**src/ehic_regs.svh**
```systemverilog
`ifndef EHIC_REGS_SVH
`define EHIC_REGS_SVH
// Behaviour
// - Idle control register is 16 bits, read/write, resets to AAAAh.
// - Odd bit 2n+1 enables one idle state for block pair n.
// - Block 0 accesses never get an idle state.
// - Block 15 internal RAM and peripheral accesses never get an idle state.
// - Hold request and acknowledge work only while the hold pin enable is 1.
// - Low hold request floats address/data and strobes; high drives them again.
// - Hold acknowledge stays low for the whole hold.
// - During hold, work continues until the next external access stalls; the code accepts no request while held.
// - No hold is granted inside a read-modify-write pair.
// - Stop and idle power modes never enter hold.
// - In halt, hold is acknowledged at once and released with the request.
// - Two strobe styles, both with the address strobe, chosen by a bit.
// - Byte writes may put don't-care data on the unused lane.
// - Hold request is sampled at the end of a cycle; high means no hold.
// - Direction output may go high just before hold acknowledge falls.
// - Priority: hold, operand, branch fetch, continuous fetch.
// - A fetch may run between the read and write of a read-modify-write.
// - Word halves run back to back with no fetch or hold between.
// - Fetches in the peripheral area return the no-op code, no bus cycle.
// - Prefetch running on into the peripheral area is suppressed.
// - Halfword and word data accesses are aligned to their size.
// - An enabled idle state follows the third bus state before the next cycle.
// - The 16 MB space splits into sixteen 1 MB blocks by upper address bits.
// - Style bit 0 gives strobe, direction, byte enables; 1 gives read/write strobes; the code also drives direction and high byte enable in style 1.
`define IDLE_CTRL_IDX 32'hFFFFF062
`define MEM_MODE_IDX 32'hFFFFF070
`define SYS_CTRL_IDX 32'hFFFFF071
`define BUS_STAT_IDX 32'hFFFFF072
`define IDLE_CTRL_RST 16'hAAAA
`define MEM_MODE_RST 8'h00
`define SYS_CTRL_RST 8'h00
`define HOLD_EN_BIT 3
`define STYLE_BIT 0
`define BLK_ROM 4'h0
`define BLK_INT 4'hF
`define PERIPH_TAG 12'hFFF
`define NOP_CODE 16'h0000
`endif

```
**src/ehic_pkg.sv**
```systemverilog
package ehic_pkg;
   typedef enum logic [2:0] {
      S_IDLE = 3'b000,
      S_T1 = 3'b001,
      S_T2 = 3'b010,
      S_T3 = 3'b011,
      S_TI = 3'b100,
      S_HOLD = 3'b101
   } ehic_state_t;
   typedef enum logic [1:0] {
      SZ_BYTE = 2'b00,
      SZ_HALF = 2'b01,
      SZ_WORD = 2'b10
   } ehic_size_t;
   typedef enum logic [1:0] {
      K_OP = 2'b00,
      K_BR = 2'b01,
      K_SEQ = 2'b10
   } ehic_kind_t;
   typedef struct packed {
      logic valid;
      logic write;
      logic rmw;
      ehic_size_t size;
      logic [23:0] addr;
      logic [31:0] wdata;
   } ehic_op_req_t;
   typedef struct packed {
      logic valid;
      logic [23:0] addr;
   } ehic_fetch_req_t;
   typedef struct packed {
      logic address_latch_strobe;
      logic data_strobe_n;
      logic rw;
      logic low_byte_enable_n;
      logic high_byte_enable_n;
      logic read_strobe_n;
      logic write_low_strobe_n;
      logic write_high_strobe_n;
   } ehic_strobes_t;
endpackage

```
**src/ehic_top.sv**
```systemverilog
`include "ehic_regs.svh"
module ehic_top (
   input wire logic pclk,
   input wire logic presetn,
   input wire logic psel,
   input wire logic penable,
   input wire logic pwrite,
   input wire logic [31:0] paddr,
   input wire logic [31:0] pwdata,
   output logic [31:0] prdata,
   output logic pready,
   output logic pslverr,
   input wire ehic_pkg::ehic_op_req_t op_req,
   output logic op_accept,
   output logic op_done,
   input wire ehic_pkg::ehic_fetch_req_t br_req,
   output logic br_accept,
   output logic br_done,
   input wire ehic_pkg::ehic_fetch_req_t seq_req,
   output logic seq_accept,
   output logic seq_done,
   output logic [31:0] rd_data,
   input wire logic pwr_stop_idle,
   input wire logic hold_request_n,
   output logic hold_ack_n,
   input wire logic [15:0] ad_in,
   output logic [15:0] ad_out,
   output logic ad_oe,
   output logic [7:0] addr_hi,
   output ehic_pkg::ehic_strobes_t strobes,
   output logic strobe_oe
);
   import ehic_pkg::*;

   function automatic logic [31:0] byte_addr(input logic [31:0] idx);
      return {idx[29:0], 2'b00};
   endfunction

   function automatic logic in_periph(input logic [23:0] a);
      return a[23:12] == `PERIPH_TAG;
   endfunction

   logic [15:0] idle_ctrl_reg;
   logic [7:0] mem_mode_reg;
   logic [7:0] sys_ctrl_reg;
   logic [31:0] prdata_reg;
   ehic_state_t state_reg;
   ehic_state_t state_next;
   ehic_kind_t kind_reg;
   ehic_size_t size_reg;
   logic [23:0] addr_reg;
   logic [31:0] wdata_reg;
   logic [31:0] rdata_reg;
   logic write_reg;
   logic rmw_reg;
   logic half_reg;
   logic cont_reg;
   logic rmw_lock_reg;
   logic [2:0] done_reg;

   // Register slave. It always answers in one access cycle.
   wire logic setup = psel & ~penable;
   wire logic access = psel & penable;
   wire logic hit_ic = paddr == byte_addr(`IDLE_CTRL_IDX);
   wire logic hit_mm = paddr == byte_addr(`MEM_MODE_IDX);
   wire logic hit_sc = paddr == byte_addr(`SYS_CTRL_IDX);
   wire logic hit_st = paddr == byte_addr(`BUS_STAT_IDX);
   wire logic hit_any = hit_ic | hit_mm | hit_sc | hit_st;
   wire logic wr_en = access & pwrite;
   wire logic hold_active = state_reg == S_HOLD;
   wire logic [7:0] status = {hold_active, rmw_lock_reg, half_reg, 2'b00,
                              state_reg};
   wire logic [31:0] rd_mux = hit_ic ? {16'h0000, idle_ctrl_reg} :
                              hit_mm ? {24'h000000, mem_mode_reg} :
                              hit_sc ? {24'h000000, sys_ctrl_reg} :
                              hit_st ? {24'h000000, status} : 32'h00000000;

   assign pready = 1'b1;
   assign pslverr = access & ~hit_any;
   assign prdata = prdata_reg;

   always_ff @(posedge pclk or negedge presetn) begin
      if (!presetn) begin
         idle_ctrl_reg <= `IDLE_CTRL_RST;
         mem_mode_reg <= `MEM_MODE_RST;
         sys_ctrl_reg <= `SYS_CTRL_RST;
         prdata_reg <= 32'h00000000;
      end else begin
         if (setup) begin
            prdata_reg <= rd_mux;
         end
         if (wr_en & hit_ic) begin
            // Even bits are stored as written; software must keep them 0.
            idle_ctrl_reg <= pwdata[15:0];
         end
         if (wr_en & hit_mm) begin
            mem_mode_reg <= pwdata[7:0];
         end
         if (wr_en & hit_sc) begin
            sys_ctrl_reg <= pwdata[7:0];
         end
      end
   end

   // Idle control per block pair, blocks taken from the top address bits.
   logic [7:0] pair_on;
   genvar n;
   generate
      for (n = 0; n < 8; n++) begin : g_pair
         assign pair_on[n] = idle_ctrl_reg[2 * n + 1];
      end
   endgenerate

   wire logic [3:0] cur_blk = addr_reg[23:20];
   wire logic idle_en = pair_on[cur_blk[3:1]] & (cur_blk != `BLK_ROM) &
                        (cur_blk != `BLK_INT);

   // Arbitration. Hold is only looked at between bus cycles.
   wire logic in_idle = state_reg == S_IDLE;
   wire logic hold_pins_en = mem_mode_reg[`HOLD_EN_BIT];
   wire logic hold_req = hold_pins_en & ~hold_request_n;
   wire logic hold_grant = hold_req & ~rmw_lock_reg &
                           ~pwr_stop_idle;
   wire logic pick_ok = in_idle & ~hold_grant;

   assign op_accept = pick_ok & op_req.valid;
   assign br_accept = pick_ok & ~op_req.valid & br_req.valid;
   assign seq_accept = pick_ok & ~op_req.valid & ~br_req.valid &
                       seq_req.valid;

   wire logic br_nop = br_accept & in_periph(br_req.addr);
   wire logic seq_nop = seq_accept & in_periph(seq_req.addr);
   wire logic start_bus = op_accept | (br_accept & ~br_nop) |
                          (seq_accept & ~seq_nop);

   // Data accesses are forced onto their natural boundary.
   wire logic [23:0] op_addr_al =
      op_req.size == SZ_WORD ? {op_req.addr[23:2], 2'b00} :
      op_req.size == SZ_HALF ? {op_req.addr[23:1], 1'b0} :
      op_req.addr;

   wire logic more = (size_reg == SZ_WORD) & ~half_reg;

   always_comb begin
      state_next = state_reg;
      unique case (state_reg)
         S_IDLE: begin
            if (hold_grant) begin
               state_next = S_HOLD;
            end else if (start_bus) begin
               state_next = S_T1;
            end
         end
         S_T1: begin
            state_next = S_T2;
         end
         S_T2: begin
            state_next = S_T3;
         end
         S_T3: begin
            if (idle_en) begin
               state_next = S_TI;
            end else if (more) begin
               state_next = S_T1;
            end else begin
               state_next = S_IDLE;
            end
         end
         S_TI: begin
            state_next = cont_reg ? S_T1 : S_IDLE;
         end
         S_HOLD: begin
            if (!hold_req) begin
               state_next = S_IDLE;
            end
         end
         default: begin
            state_next = S_IDLE;
         end
      endcase
   end

   // Core requests simply wait unanswered while the bus is held.
   always_ff @(posedge pclk or negedge presetn) begin
      if (!presetn) begin
         state_reg <= S_IDLE;
      end else begin
         state_reg <= state_next;
      end
   end

   wire logic [15:0] rd_lane = addr_reg[0] ? {8'h00, ad_in[15:8]} :
                               {8'h00, ad_in[7:0]};

   always_ff @(posedge pclk or negedge presetn) begin
      if (!presetn) begin
         kind_reg <= K_OP;
         size_reg <= SZ_HALF;
         addr_reg <= 24'h000000;
         wdata_reg <= 32'h00000000;
         rdata_reg <= 32'h00000000;
         write_reg <= 1'b0;
         rmw_reg <= 1'b0;
         half_reg <= 1'b0;
         cont_reg <= 1'b0;
         rmw_lock_reg <= 1'b0;
         done_reg <= 3'b000;
      end else begin
         done_reg <= 3'b000;
         if (op_accept) begin
            kind_reg <= K_OP;
            size_reg <= op_req.size;
            addr_reg <= op_addr_al;
            write_reg <= op_req.write;
            rmw_reg <= op_req.rmw;
            wdata_reg <= op_req.wdata;
            half_reg <= 1'b0;
         end else if (br_accept | seq_accept) begin
            kind_reg <= br_accept ? K_BR : K_SEQ;
            size_reg <= SZ_HALF;
            addr_reg <= br_accept ? br_req.addr : seq_req.addr;
            write_reg <= 1'b0;
            rmw_reg <= 1'b0;
            half_reg <= 1'b0;
            if (br_nop | seq_nop) begin
               rdata_reg <= {16'h0000, `NOP_CODE};
               done_reg <= br_nop ? 3'b010 : 3'b100;
            end
         end
         if (state_reg == S_T3) begin
            if (!write_reg) begin
               unique case (size_reg)
                  SZ_BYTE: rdata_reg <= {16'h0000, rd_lane};
                  SZ_WORD: rdata_reg <= half_reg ?
                     {ad_in, rdata_reg[15:0]} : {16'h0000, ad_in};
                  default: rdata_reg <= {16'h0000, ad_in};
               endcase
            end
            if (more) begin
               cont_reg <= idle_en;
               half_reg <= ~idle_en;
            end else begin
               done_reg[kind_reg] <= 1'b1;
               if (kind_reg == K_OP) begin
                  // The lock spans a fetch but never a hold.
                  rmw_lock_reg <= rmw_reg & ~write_reg;
               end
            end
         end
         if (state_reg == S_TI && cont_reg) begin
            half_reg <= 1'b1;
            cont_reg <= 1'b0;
         end
      end
   end

   assign op_done = done_reg[0];
   assign br_done = done_reg[1];
   assign seq_done = done_reg[2];
   assign rd_data = rdata_reg;

   // Pin drive. Strobes decode straight from flops, one level of logic.
   wire logic [23:0] eff_addr = {addr_reg[23:2], addr_reg[1] | half_reg,
                                 addr_reg[0]};
   wire logic byte_acc = size_reg == SZ_BYTE;
   wire logic lo_lane = ~byte_acc | ~eff_addr[0];
   wire logic hi_lane = ~byte_acc | eff_addr[0];
   wire logic in_t1 = state_reg == S_T1;
   wire logic active = (state_reg == S_T2) | (state_reg == S_T3);
   wire logic style = sys_ctrl_reg[`STYLE_BIT];
   // Byte writes copy the byte to both lanes; the unused one is don't-care.
   wire logic [15:0] wlane = byte_acc ? {2{wdata_reg[7:0]}} :
                             half_reg ? wdata_reg[31:16] :
                             wdata_reg[15:0];

   assign strobes.address_latch_strobe = in_t1;
   assign strobes.data_strobe_n = ~(active & ~style);
   // Direction drops back to read at cycle end, so it may show high
   // just before the hold acknowledge falls.
   assign strobes.rw = ~(active & write_reg);
   assign strobes.low_byte_enable_n = ~(active & ~style & lo_lane);
   assign strobes.high_byte_enable_n = ~(active & hi_lane);
   assign strobes.read_strobe_n = ~(active & style & ~write_reg);
   assign strobes.write_low_strobe_n = ~(active & style & write_reg &
                                         lo_lane);
   assign strobes.write_high_strobe_n = ~(active & style & write_reg &
                                          hi_lane);
   assign ad_out = in_t1 ? eff_addr[15:0] : wlane;
   assign ad_oe = in_t1 | (active & write_reg) & ~hold_active;
   assign addr_hi = eff_addr[23:16];
   assign strobe_oe = ~hold_active;
   assign hold_ack_n = ~(hold_pins_en & hold_active);

   a_hold_floats_bus: assert property (@(posedge pclk) disable iff (!presetn)
      !hold_ack_n |-> !ad_oe && !strobe_oe)
      else $error("Bus driven while hold acknowledged.");

   a_hold_pins_off: assert property (@(posedge pclk) disable iff (!presetn)
      !hold_pins_en && in_idle |=> !hold_active)
      else $error("Hold acknowledged with hold pins disabled.");

   a_no_hold_rmw: assert property (@(posedge pclk) disable iff (!presetn)
      in_idle && rmw_lock_reg |=> state_reg != S_HOLD)
      else $error("Hold granted inside read-modify-write.");

   a_stop_no_hold: assert property (@(posedge pclk) disable iff (!presetn)
      in_idle && pwr_stop_idle |=> state_reg != S_HOLD)
      else $error("Hold entered in stop or idle mode.");

   a_hold_ack_fast: assert property (@(posedge pclk) disable iff (!presetn)
      in_idle && hold_req && !rmw_lock_reg && !pwr_stop_idle
      |=> !hold_ack_n)
      else $error("Hold not acknowledged after free request.");

   a_hold_release: assert property (@(posedge pclk) disable iff (!presetn)
      hold_active && !hold_req |=> in_idle ##0 hold_ack_n)
      else $error("Hold not released after request removed.");

   a_idle_after_t3: assert property (@(posedge pclk) disable iff (!presetn)
      state_reg == S_T3 && idle_en |=> state_reg == S_TI)
      else $error("Idle state missing after third bus state.");

   a_rom_no_idle: assert property (@(posedge pclk) disable iff (!presetn)
      state_reg == S_T3 && cur_blk == `BLK_ROM |=> state_reg != S_TI)
      else $error("Idle state inserted for block 0.");

   a_word_back: assert property (@(posedge pclk) disable iff (!presetn)
      state_reg == S_T3 && more |=> state_reg inside {S_T1, S_TI}
      ##[0:1] state_reg == S_T1)
      else $error("Word halves not back to back.");

   a_periph_nop: assert property (@(posedge pclk) disable iff (!presetn)
      br_nop || seq_nop |=> rd_data[15:0] == `NOP_CODE && in_idle
      && (br_done || seq_done))
      else $error("Peripheral fetch did not return no-op.");

   a_op_first: assert property (@(posedge pclk) disable iff (!presetn)
      pick_ok && op_req.valid |-> op_accept && !br_accept && !seq_accept)
      else $error("Operand access lost arbitration.");

   a_word_align: assert property (@(posedge pclk) disable iff (!presetn)
      in_t1 && size_reg == SZ_WORD |-> addr_reg[1:0] == 2'b00)
      else $error("Misaligned word access on the bus.");
endmodule

```
**config.mk**
```make
export PLATFORM = sky130hd
export DESIGN_NAME = ehic_top
export DESIGN_NICKNAME = d
export VERILOG_FILES = /design/src/ehic_pkg.sv /design/src/ehic_top.sv
export VERILOG_INCLUDE_DIRS = /design/src
export SDC_FILE = /design/constraint.sdc
export NUM_CORES = 1
export LEC_CHECK = 0
export BUFFER_PORTS_ARGS = -buffer_cell sky130_fd_sc_hd__buf_2
export CAP_MARGIN = 20
export CELL_PAD_IN_SITES_DETAIL_PLACEMENT = 1
export CELL_PAD_IN_SITES_GLOBAL_PLACEMENT = 1
export CORE_UTILIZATION = 36
export DETAILED_ROUTE_END_ITERATION = 16
export PLACE_DENSITY_LB_ADDON = 0.1
export REMOVE_ABC_BUFFERS = 1
export SYNTH_ARGS = -nofsm -noshare
export SYNTH_HDL_FRONTEND = slang
export SYNTH_SLANG_ARGS = --single-unit
```
**constraint.sdc**
```tcl
create_clock -name pclk -period 2.4 [get_ports pclk]
set_input_delay 0.12 -clock pclk [delete_from_list [all_inputs] [get_ports pclk]]
set_output_delay 0.12 -clock pclk [all_outputs]
set_load 0.01 [all_outputs]
```
==> metrics.md, run 1 <==
| Metric | Value |
|---|---|
| Reg clk slew, reported paths | ~0.06 ns |
| Number of iterations in the first detailed-routing pass | 5 |
| Design area | 10900 um2 |
| Die X | 146.4 um |
| PortBufs | 271 |
| # fillers | ~2.4k |
| WL/cell | 18.75 um |
| R2r startpoint | state_reg[1]$_DFFE_PN0P_ |
| Mux share of post-synthesis cell area | between 8 and 9% |
| Post-synth ARST share | 100.0% |
| Detailed Place HPWL | roughly 18 mm |
| CTS Root Cell | clkbuf_16 |
| Total GRT Usage | 25.46% |
| Worst vdd rail ir drop | between 0.0005 and 0.0006 V |
| Slew HR | around two fifths |
| Fin crit share | 93.83% |
| First-pass GRT wire length | approximately 43 mm |
| Antenna Cells | 0 |
| Clock Skews | between 0.01 and 0.015 ns |
| Max_cap viols | 0 |
| Hold wc startpoint | br_req[3] |
| Top post-synthesis cells by area | dfrtp_1 47%, nand2_1 9.3%, mux2_2 3.6%, o21ai_0 3.3%, mux2i_1 3.2% |
| Chip Height | between 100 and 150 um |
| # clock sinks | about 150 |
| Core Area | 20360 um2 |
| Post-Route WL | 27.07 mm |
| Final WS setup | 0.1481 ns |
| Post-Syn Area per Cell | around 9.5 um2 |
| Initial core utilization | ~37% |
| Critical path launch point | state_reg[1]$_DFFE_PN0P_ |
| Sequential standard cell area | 3790 um2 |
| Hold/Removal Path Class | in -> reg |
| Clk_lat worst skew | 0.42 ns |
| CP Capture Type | primary output |
| TritonCTS clock tree | done |
| Multi-input gate area | 3386 um2 |
| Status | complete, no violations |
| Largest net degree at the start of global routing | 61 |
| Number of synthesized flops with an enable pin | 0 |
| Post-Synth Adder-Cell Area | 0% |
| Ys Warns | 0 |
| Post-synth top area cell | dfrtp_1 |
| 1st-iter DRT viols | between 300 and 400 |
| Setup violators final | 0 |
| Post-synthesis sequential area ratio | 50.50% |
| WP data arrival | between 2 and 2.5 ns |
| Antenna-violating nets left | 0 |
| Vias in the first global route | 7904 |
| Synth Area in Compound Gates | 16.14% |
| Post-Layout Cell Count | roughly 1.4k |
| Max Clock Freq | ~440 MHz |
| Sum Neg Setup Slack | 0 ns |
| Post-Syn Area | ~7500 um2 |
| Layout Utilization | 53.50% |
| Vias | between 7k and 8k |
| Placed Cells | about 1.3k |
| LEAKAGE | 5.472 nW |
| Slew Limit Fails | 0 |
| IO Pins | 305 |
| Post-place setup slack | 0.1337 ns |
| DR vias/cell | ~5.2 |
| Crit-path max FO | 17 |
| NumNets Final | 1360 |
| Setup CP Type | reg -> out |
| RSZ-0062 raised after global routing | false |
| CTS max path bufs | 2 |
| Final Power | approximately 11 mW |
| Share of post-route cells with drive strength above 1 | about a third |
| Total CTS buffers | 17 |
| Power Dens Cells | 977.5 nW/um2 |
| Initial antenna violation count | 0 |
| Top FF cell, synth | dfrtp_1 |
| Total Die Area | roughly 21000 um2 |
| Placed Area | ~9000 um2 |
| GPL Wtd Cong | ~0.78 |
| Least-Margin Pin Slew | roughly 0.88 ns |
| Tmin final | 2.252 ns |
| Worst hold margin | around 0.019 ns |
| Synth Area in XOR/XNOR | less than 1% |
| Post-Syn Instances | a little under 800 |
| Area Growth Syn to Fin | 45.18% |
| Grt total ovfl | 0 |
| Critical Path Source Type | flip-flop |
| Top-area cell type share of the netlist area | 47.35% |
| Hold Violations, Final | 0 |
| CP required | between 2 and 2.5 ns |
| Remaining DRCs | 0 |
| Synth Register Bits | around 150 |
| Row cnt | 52 |
| Synth Area in Simple Gates | between 10% and 20% |
| Largest family of logic cells by synthesized area | simple AND/OR/NAND/NOR gates |
| H-tree level count | 4 |
| Unique cell type count in the Yosys netlist | 56 |
## area by class of cell
class                   instances  area share, %
clock inverters                12          1.171
flip-flops and latches        151          34.78
inverters                      11         0.4134
clock buffers                  19          4.065
multi-input cells             569          31.08
well taps                     270          3.101
repair buffers                412          25.39
## repair_timing
| item | in CTS | in global routing |
|---|---|---|
| setup endpoints to repair | 7 | 9 |
| pin swaps | 0 | 0 |
| hold endpoints to repair | 174 | 0 |
| resized for setup | 3 | 6 |
| gates cloned | 0 | 1 |
| hold buffers | 108 | 0 |
| setup buffers | 0 | 2 |
## worst max-delay path, stage by stage (launching register included)
cell and delay (ns):
dfrtp_1 0.46, nor3_1 0.34, nand3_1 0.25, buf_4 0.28, nor2_1 0.20, buf_2 0.19
## placed cells by master (no fill, tap or decap), types with 9 or more instances in the layout
cell and count:
dlygate4sd3_1 108, nor2_1 60, nand2_1 183, a21oi_1 31
clkbuf_16 18, inv_1 10, buf_4 27, nand4_1 11
dfrtp_1 142, dfstp_2 9, a222oi_1 11, mux2_2 24
a22o_1 26, mux2i_1 24, o21ai_0 50, conb_1 17
buf_2 270, a22oi_1 28
## metal layers
layer	share of wire (%)	track usage (%)
met5	0	0
met4	2.0	8.854
met3	5.8	5.063
met2	49	41.98
met1	43	33.30
## power by group
group	switching (mW)	internal (mW)
clock network	1.09	1.55
logic	2.45	1.74
registers	0.556	3.26
total	4.10	6.55
## cells by family after synthesis
group	count (synthesis)
mux	56
buf+inv	84
other cells	2
flops	151
simple gates	314
compound gates	180
xor+xnor	2
## synth_stat cells, types with 2 or more instances
library cell / n
nand2_1: 185
dfrtp_1: 142
a21o_1: 3
buf_2: 3
nor2b_1: 8
nand2b_1: 8
and3_1: 2
nor3b_1: 4
a311oi_1: 3
o21a_1: 2
inv_1: 11
nand4_1: 11
nand3b_1: 4
buf_1: 7
nor2_1: 61
or3_1: 3
a22o_1: 26
mux2i_1: 24
mux2_2: 24
a22oi_1: 28
dfstp_2: 9
xnor2_1: 2
mux2_4: 8
o22ai_1: 5
o31ai_1: 7
buf_4: 27
a31oi_1: 4
o21ai_0: 50
nor4_4: 2
nor3_1: 4
conb_1: 2
a222oi_1: 11
nand3_1: 6
a211oi_1: 2
clkbuf_1: 35
nor4_1: 4
or2_2: 3
a21oi_1: 31
## final timing paths
kind | endpoint | slack [ns] | cells past startpoint
worst max-delay path | br_accept | 0.15 | 5
worst min-delay path | addr_reg[3]$_DFFE_PN0P_ | 0.02 | 3
worst max register to register | rd_data[27]$_DFF_PN0_ | 0.25 | 6
worst min register to register | prdata[3]$_DFFE_PN0P_ | 0.47 | 2
max in group asynchronous | idle_ctrl_reg[11]$_DFFE_PN1P_ | 1.42 | 3
min in group asynchronous | prdata[4]$_DFFE_PN0P_ | 0.24 | 2
(Power assumes the default switching activity.)
==> inputs of run 2 (changes only) <==
--- a/config.mk
+++ b/config.mk
@@ -10,7 +10,7 @@
 export CAP_MARGIN = 20
 export CELL_PAD_IN_SITES_DETAIL_PLACEMENT = 1
 export CELL_PAD_IN_SITES_GLOBAL_PLACEMENT = 1
-export CORE_UTILIZATION = 36
+export CORE_UTILIZATION = 32
 export DETAILED_ROUTE_END_ITERATION = 16
 export PLACE_DENSITY_LB_ADDON = 0.1
 export REMOVE_ABC_BUFFERS = 1
==> constraint.sdc (replaced) <==
create_clock -name pclk -period 1.98 [get_ports pclk]
set_input_delay 0.099 -clock pclk [delete_from_list [all_inputs] [get_ports pclk]]
set_output_delay 0.099 -clock pclk [all_outputs]
set_load 0.01 [all_outputs]
==> run 2 against run 1 <==
Net effect: the run now ends with negative hold slack, negative setup slack left; utilization shrank 2.6 points; global-route usage shrank 2.0 points; count of clock-buffer cells in the layout shrank 1; cell count grew 6.4%; flip-flop and latch count is the same; highest routed layer is now met5; clock skew grew 0.0015 ns; register-to-register slack lost 0.19 ns; routed wire length grew 4.0%.
==> metrics.md, run 2 (same netlist as run 1, synthesis figures left out) <==
| Metric | Value |
|---|---|
| WL/cell | 18.32 um (-2.3%) |
| Busiest layer in global routing | met2 |
| Placed Area | 9410 um2 (+2.6%) |
| LEAKAGE | 5.825 nW (+6.4%) |
| 1st-iter DRT viols | 313 (-5.7%) |
| Number of iterations in the first detailed-routing pass | 5 (unchanged) |
| RSZ-0062 raised after global routing | true |
| DR vias/cell | 4.926 (-5.1%) |
| Met1 track demand over resource | 29.16% (-4.1 points) |
| Met2 Usage GRT | 41.59% (-0.38 points) |
| CTS Root Cell | clkbuf_16 |
| Final Power | 14.30 mW (+34%) |
| Detailed Place HPWL | 19.07 mm (+6.1%) |
| Area Growth Syn to Fin | 55.10% |
| Layout Utilization | 50.95% (-2.6 points) |
| # clock sinks | 151 (unchanged) |
| Die X | 155.1 um (+6.0%) |
| Power Dens Cells | 1228 nW/um2 (+26%) |
| Failing checks | negative hold slack, negative setup slack |
| PortBufs | 271 (unchanged) |
| Total Die Area | 24070 um2 (+12%) |
| Post-Route WL | 28.16 mm (+4.0%) |
| Largest net degree at the start of global routing | 60 (-1.6%) |
| Antenna-violating nets left | 0 (unchanged) |
| Share of post-route cells with drive strength above 1 | 36.55% (+3.2 points) |
| Grt total ovfl | 0 (unchanged) |
| Clk_lat worst skew | 0.42 ns (about the same) |
| Status | complete, but fails checks |
| Final WS setup | -0.06515 ns (-0.2132 ns) |
| Worst hold margin | -0.01010 ns (-0.02889 ns) |
| Sum Neg Setup Slack | -0.06515 ns (-0.06515 ns) |
| NumNets Final | 1408 (+3.5%) |
| Vias | 7571 (+1.0%) |
| CTS max path bufs | 2 (unchanged) |
| Initial antenna violation count | 2 (+2) |
| Most frequent cells in the layout | 268 x buf_2, 182 x nand2_1, 142 x dfrtp_1 |
| H-tree level count | 4 (unchanged) |
| Post-Layout Cell Count | 1537 (+6.4%) |
| Slew HR | 60.53% (+19 points) |
| Chip Height | 155.1 um (+6.0%) |
| Setup violators final | 1 (+1) |
| Least-Margin Pin Slew | 0.5921 ns (-0.2875 ns) |
| Core Area | 22850 um2 (+12%) |
| # fillers | 2683 (+11%) |
| Row cnt | 55 (+5.8%) |
| Crit-path max FO | 8 (-9) |
| Max Clock Freq | around 490 MHz |
| Hold/Removal Path Class | in -> reg |
| Slew Limit Fails | 0 (unchanged) |
| Tmin final | 2.045 ns |
| TritonCTS clock tree | done |
| Met3 Track Usage GR | 4.680% (-0.38 points) |
| CP Capture Type | primary output |
| GPL Wtd Cong | 0.7661 (-2.3%) |
| Vias in the first global route | 7976 (+0.91%) |
| Remaining DRCs | 0 (unchanged) |
| Critical Path Source Type | flip-flop |
| Max_cap viols | 0 (unchanged) |
| Worst vdd rail ir drop | 0.0006562 V (+29%) |
| Setup CP Type | reg -> out |
| Hold Violations, Final | 1 (+1) |
| WP data arrival | 1.95 ns (-0.18 ns) |
| Total GRT Usage | 23.50% (-2.0 points) |
| Placed Cells | 1366 (+4.9%) |
| IO Pins | 305 (unchanged) |
| Initial core utilization | 32.85% (-4.0 points) |
| First-pass GRT wire length | 43.53 mm (+2.0%) |
| Post-place setup slack | -0.2466 ns (-0.3802 ns) |
| Reg clk slew, reported paths | 0.07 ns (about the same) |
| Fin crit share | 103.3% |
| CP required | 1.88 ns (-0.40 ns) |
| Total CTS buffers | 17 (unchanged) |
| Design area | 11640 um2 (+6.8%) |
| Clock Skews | 0.01339 ns (+0.001525 ns) |
| Most common cell after layout, fill and taps aside | buf_2 |
==> run 2: path summary, 6_finish.rpt <==
kind | from | endpoint | slack [ns] | cells after the start
worst min register to register | prdata[9]$_DFFE_PN0P_ | prdata[9]$_DFFE_PN0P_ | 0.47 | 2
min in group asynchronous | presetn | prdata[6]$_DFFE_PN0P_ | 0.24 | 2
worst max register to register | rmw_lock_reg$_DFFE_PN0P_ | addr_reg[0]$_DFFE_PN0P_ | 0.06 | 9
worst min-delay path | br_req[8] | addr_reg[8]$_DFFE_PN0P_ | -0.01 | 3
max in group asynchronous | presetn | size_reg[0]$_DFFE_PN1P_ | 0.96 | 3
worst max-delay path | rmw_lock_reg$_DFFE_PN0P_ | op_accept | -0.07 | 6
==> run 2: cell type report <==
type                    count  area (um2)  area share (%)
diodes                      1       2.502         0.02150
clock buffers              18       439.2           3.773
clock inverters            14       209.0           1.795
inverters                  11       53.80          0.4622
multi-input cells         569        3442           29.57
flip-flops and latches    151        3790           32.56
well taps                 313       391.6           3.365
repair buffers            460        3312           28.45
==> run 2: report_power, final <==
| group | switching (mW) | internal [mW] |
|---|---|---|
| combinational | 3.31 | 2.84 |
| sequential | 0.593 | 3.95 |
| clock | 1.42 | 2.18 |
==> run 2: metal layers <==
layer	vias up	share of wire (%)	wire (um)
met4	2	1.1	310
met5	-	0.046	13
met2	253	51	14250
met3	28	5.5	1542
met1	3709	43	12040
li1	3579	-	-
==> run 2: worst max-delay path, cell delays in order, from the launching register on <==
cell and delay (ns):
dfrtp_1 0.38, or4b_4 0.57, and2_4 0.20, nand2_4 0.07, clkinv_4 0.06, buf_12 0.14, buf_6 0.12
==> run 2: timing repair <==
action / in CTS / in global routing
endpoints found under the hold margin: 170 / 0
resized for setup: 31 / 29
buffers inserted: 5 / 15
gates cloned: 3 / 2
setup endpoints to repair: 37 / 28
pin swaps: 1 / 8
hold buffers: 114 / 0
==> inputs of run 3 (changes only) <==
--- a/config.mk
+++ b/config.mk
@@ -12,7 +12,7 @@
 export CELL_PAD_IN_SITES_GLOBAL_PLACEMENT = 1
 export CORE_UTILIZATION = 32
 export DETAILED_ROUTE_END_ITERATION = 16
-export PLACE_DENSITY_LB_ADDON = 0.1
+export PLACE_DENSITY_LB_ADDON = 0.25
 export REMOVE_ABC_BUFFERS = 1
 export SYNTH_ARGS = -nofsm -noshare
 export SYNTH_HDL_FRONTEND = slang
==> constraint.sdc (replaced) <==
create_clock -name pclk -period 1.98 [get_ports pclk]
set_input_delay 0.099 -clock pclk [delete_from_list [all_inputs] [get_ports pclk]]
set_output_delay 0.099 -clock pclk [all_outputs]
set_load 0.1 [all_outputs]
==> run 3 against run 2 <==
Net effect: the run ends with negative setup slack left; global-route usage up 2.2 points; flip-flop and latch count unchanged; routed wire length increased by 7.5%; cell count increased by 1.5%; critical path depth is the same; non-clock buffer count grew 23; sequential power is 3% higher; clock skew up 0.00094 ns; cell area rose by 7.3%; first-iteration DRC count grew 7.3%; critical path type unchanged; largest power group unchanged.
==> metrics.md, run 3 (same netlist as run 1, synthesis figures left out) <==
| Metric | Value |
|---|---|
| Clk_lat worst skew | 0.43 ns (about the same) |
| Area Growth Syn to Fin | 66.39% |
| NumNets Final | 1431 (+1.6%) |
| Reg clk slew, reported paths | 0.06 ns (about the same) |
| Detailed Place HPWL | 19.63 mm (+2.9%) |
| Slew HR | 54.31% (-6.2 points) |
| Core Area | 22850 um2 (unchanged) |
| Max_cap viols | 0 (unchanged) |
| Least-Margin Pin Slew | 0.6840 ns (+0.09190 ns) |
| Vias | 7856 (+3.8%) |
| Vias in the first global route | 8435 (+5.8%) |
| Placed Area | 9851 um2 (+4.7%) |
| CP required | 1.88 ns (about the same) |
| Initial core utilization | 32.85% (unchanged) |
| Initial antenna violation count | 2 (unchanged) |
| Multi-input gate area | 3764 um2 (+9.3%) |
| Total GRT Usage | 25.65% (+2.2 points) |
| CTS Root Cell | clkbuf_16 |
| Clock Skews | 0.01433 ns (+0.0009359 ns) |
| R2r startpoint | rmw_lock_reg$_DFFE_PN0P_ |
| GPL Wtd Cong | 0.8274 (+8.0%) |
| Antenna-violating nets left | 0 (unchanged) |
| TritonCTS clock tree | done |
| Worst r2r path cells | 6 (-3) |
| IO Pins | 305 (unchanged) |
| Setup violators final | 13 (+12) |
| Post-place setup slack | -0.2369 ns (+0.009671 ns) |
| RSZ-0062 raised after global routing | true |
| WP data arrival | 1.95 ns (about the same) |
| Status | complete, but fails checks |
| Worst vdd rail ir drop | 0.001810 V (+180%) |
| CTS max path bufs | 2 (unchanged) |
| Hold Violations, Final | 0 (-1) |
| Post-Route WL | 30.28 mm (+7.5%) |
| 1st-iter DRT viols | 336 (+7.3%) |
| Sum Neg Setup Slack | -0.4048 ns (-0.3397 ns) |
| WL/cell | 19.41 um (+5.9%) |
| Setup CP Type | reg -> out |
| Power Dens Cells | 1729 nW/um2 (+41%) |
| Most common cell after layout, fill and taps aside | buf_2 |
| CP endpoint | op_accept |
| DR vias/cell | 5.036 (+2.2%) |
| Remaining DRCs | 0 (unchanged) |
| Tmin final | 2.047 ns (+0.001863 ns) |
| Chip Height | 155.1 um (unchanged) |
| Row cnt | 55 (unchanged) |
| Critical Path Source Type | flip-flop |
| Total CTS buffers | 17 (unchanged) |
| # fillers | 2578 (-3.9%) |
| Max Clock Freq | 488.5 MHz (about the same) |
| Final WS setup | -0.06701 ns (-0.001863 ns) |
| Share of post-route cells with drive strength above 1 | 41.57% (+5.0 points) |
| CP Capture Type | primary output |
| # clock sinks | 151 (unchanged) |
| Hold wc startpoint | seq_req[22] |
| Crit-path max FO | 4 (-4) |
| Largest net degree at the start of global routing | 58 (-3.3%) |
| Most frequent cells in the layout | 243 x buf_2, 176 x nand2_1, 141 x dfrtp_1 |
| Flop2flop setup slack | 0.01 ns (-0.05 ns) |
| RR Endpoint | addr_reg[4]$_DFFE_PN0P_ |
| Sequential standard cell area | 3791 um2 (about the same) |
| Grt total ovfl | 0 (unchanged) |
| Fin crit share | 103.4% (about the same) |
| H-tree level count | 4 (unchanged) |
| Slew Limit Fails | 0 (unchanged) |
| Die X | 155.1 um (unchanged) |
| Design area | 12490 um2 (+7.3%) |
| Final Power | 21.59 mW (+51%) |
| Total Die Area | 24070 um2 (unchanged) |
| LEAKAGE | 6.080 nW (+4.4%) |
| Critical path launch point | rmw_lock_reg$_DFFE_PN0P_ |
| First-pass GRT wire length | 46.83 mm (+7.6%) |
| Hold/Removal Path Class | in -> reg |
| PortBufs | 271 (unchanged) |
| Failing checks | negative setup slack |
| Number of iterations in the first detailed-routing pass | 5 (unchanged) |
[run 3: changes by cell type in the layout (fill, tap and decap cells not counted), sizes merged, moves of 2 or more]
cell	delta
bufinv	-2
buf	+19
clkinv	+3
dlygate4sd3	+3
[run 3: timing repair]
item,4_1_cts,5_1_grt
gates cloned,5,0
gates resized for setup,110,46
pin swaps,25,24
hold buffers,117,0
buffers inserted,26,6
endpoints found under the hold margin,171,0
endpoints found under the setup margin,51,95
[run 3: critical path, stage by stage (launching register included)]
cell	delay, ns
dfrtp_1	0.38
or4b_4	0.53
and2_4	0.19
nand2_4	0.07
clkinv_4	0.05
buf_12	0.13
buf_12	0.16
[run 3: worst min-delay path by stage]
stage	to	slack, ns	cells past startpoint
floorplan	addr_reg[0]$_DFFE_PN0P_	-0.20	0
global placement	prdata[2]$_DFFE_PN0P_	0.11	1
detailed placement	prdata[2]$_DFFE_PN0P_	0.12	1
CTS	addr_reg[0]$_DFFE_PN0P_	0.005	3
global route	size_reg[1]$_DFFE_PN0P_	0.02	3
finish	addr_reg[22]$_DFFE_PN0P_	0.0006	3
[run 3: report_power, final]
part	internal [mW]	switching, mW
clock network	1.93	1.46
registers	3.95	0.715
logic	4.72	8.81
[run 3: per-stage QoR]
| step | hold slack (ns) | utilization, % | cells |
|---|---|---|---|
| after global placement | 0.1142 | 43.07 | 1378 |
| after CTS | 0.004798 | 53.88 | 1556 |
| final | 0.0006301 | 54.66 | 1560 |
| after detailed placement | 0.1245 | 43.12 | 1379 |
| after global routing | 0.02193 | 54.66 | 1560 |
| after floorplan | -0.1966 | - | 731 |
[run 3: final cells by class]
| type | count | share of cell area [%] |
|---|---|---|
| Clock buffer | 19 | 3.547 |
| Inverter | 11 | 0.4108 |
| Timing Repair Buffer | 483 | 31.11 |
| Sequential cell | 151 | 30.36 |
| Multi-Input combinational cell | 569 | 30.14 |
| Clock inverter | 13 | 1.273 |
| Antenna cell | 1 | 0.02004 |
| Tap cell | 313 | 3.136 |
[run 3: layer usage]
metal | up-vias | track usage (%) | wire length, um
met5 | - | 0 | 13
met4 | 2 | 7.968 | 472
met3 | 33 | 4.457 | 1493
met2 | 275 | 46.53 | 15750
met1 | 3917 | 30.75 | 12550
li1 | 3629 | - | -
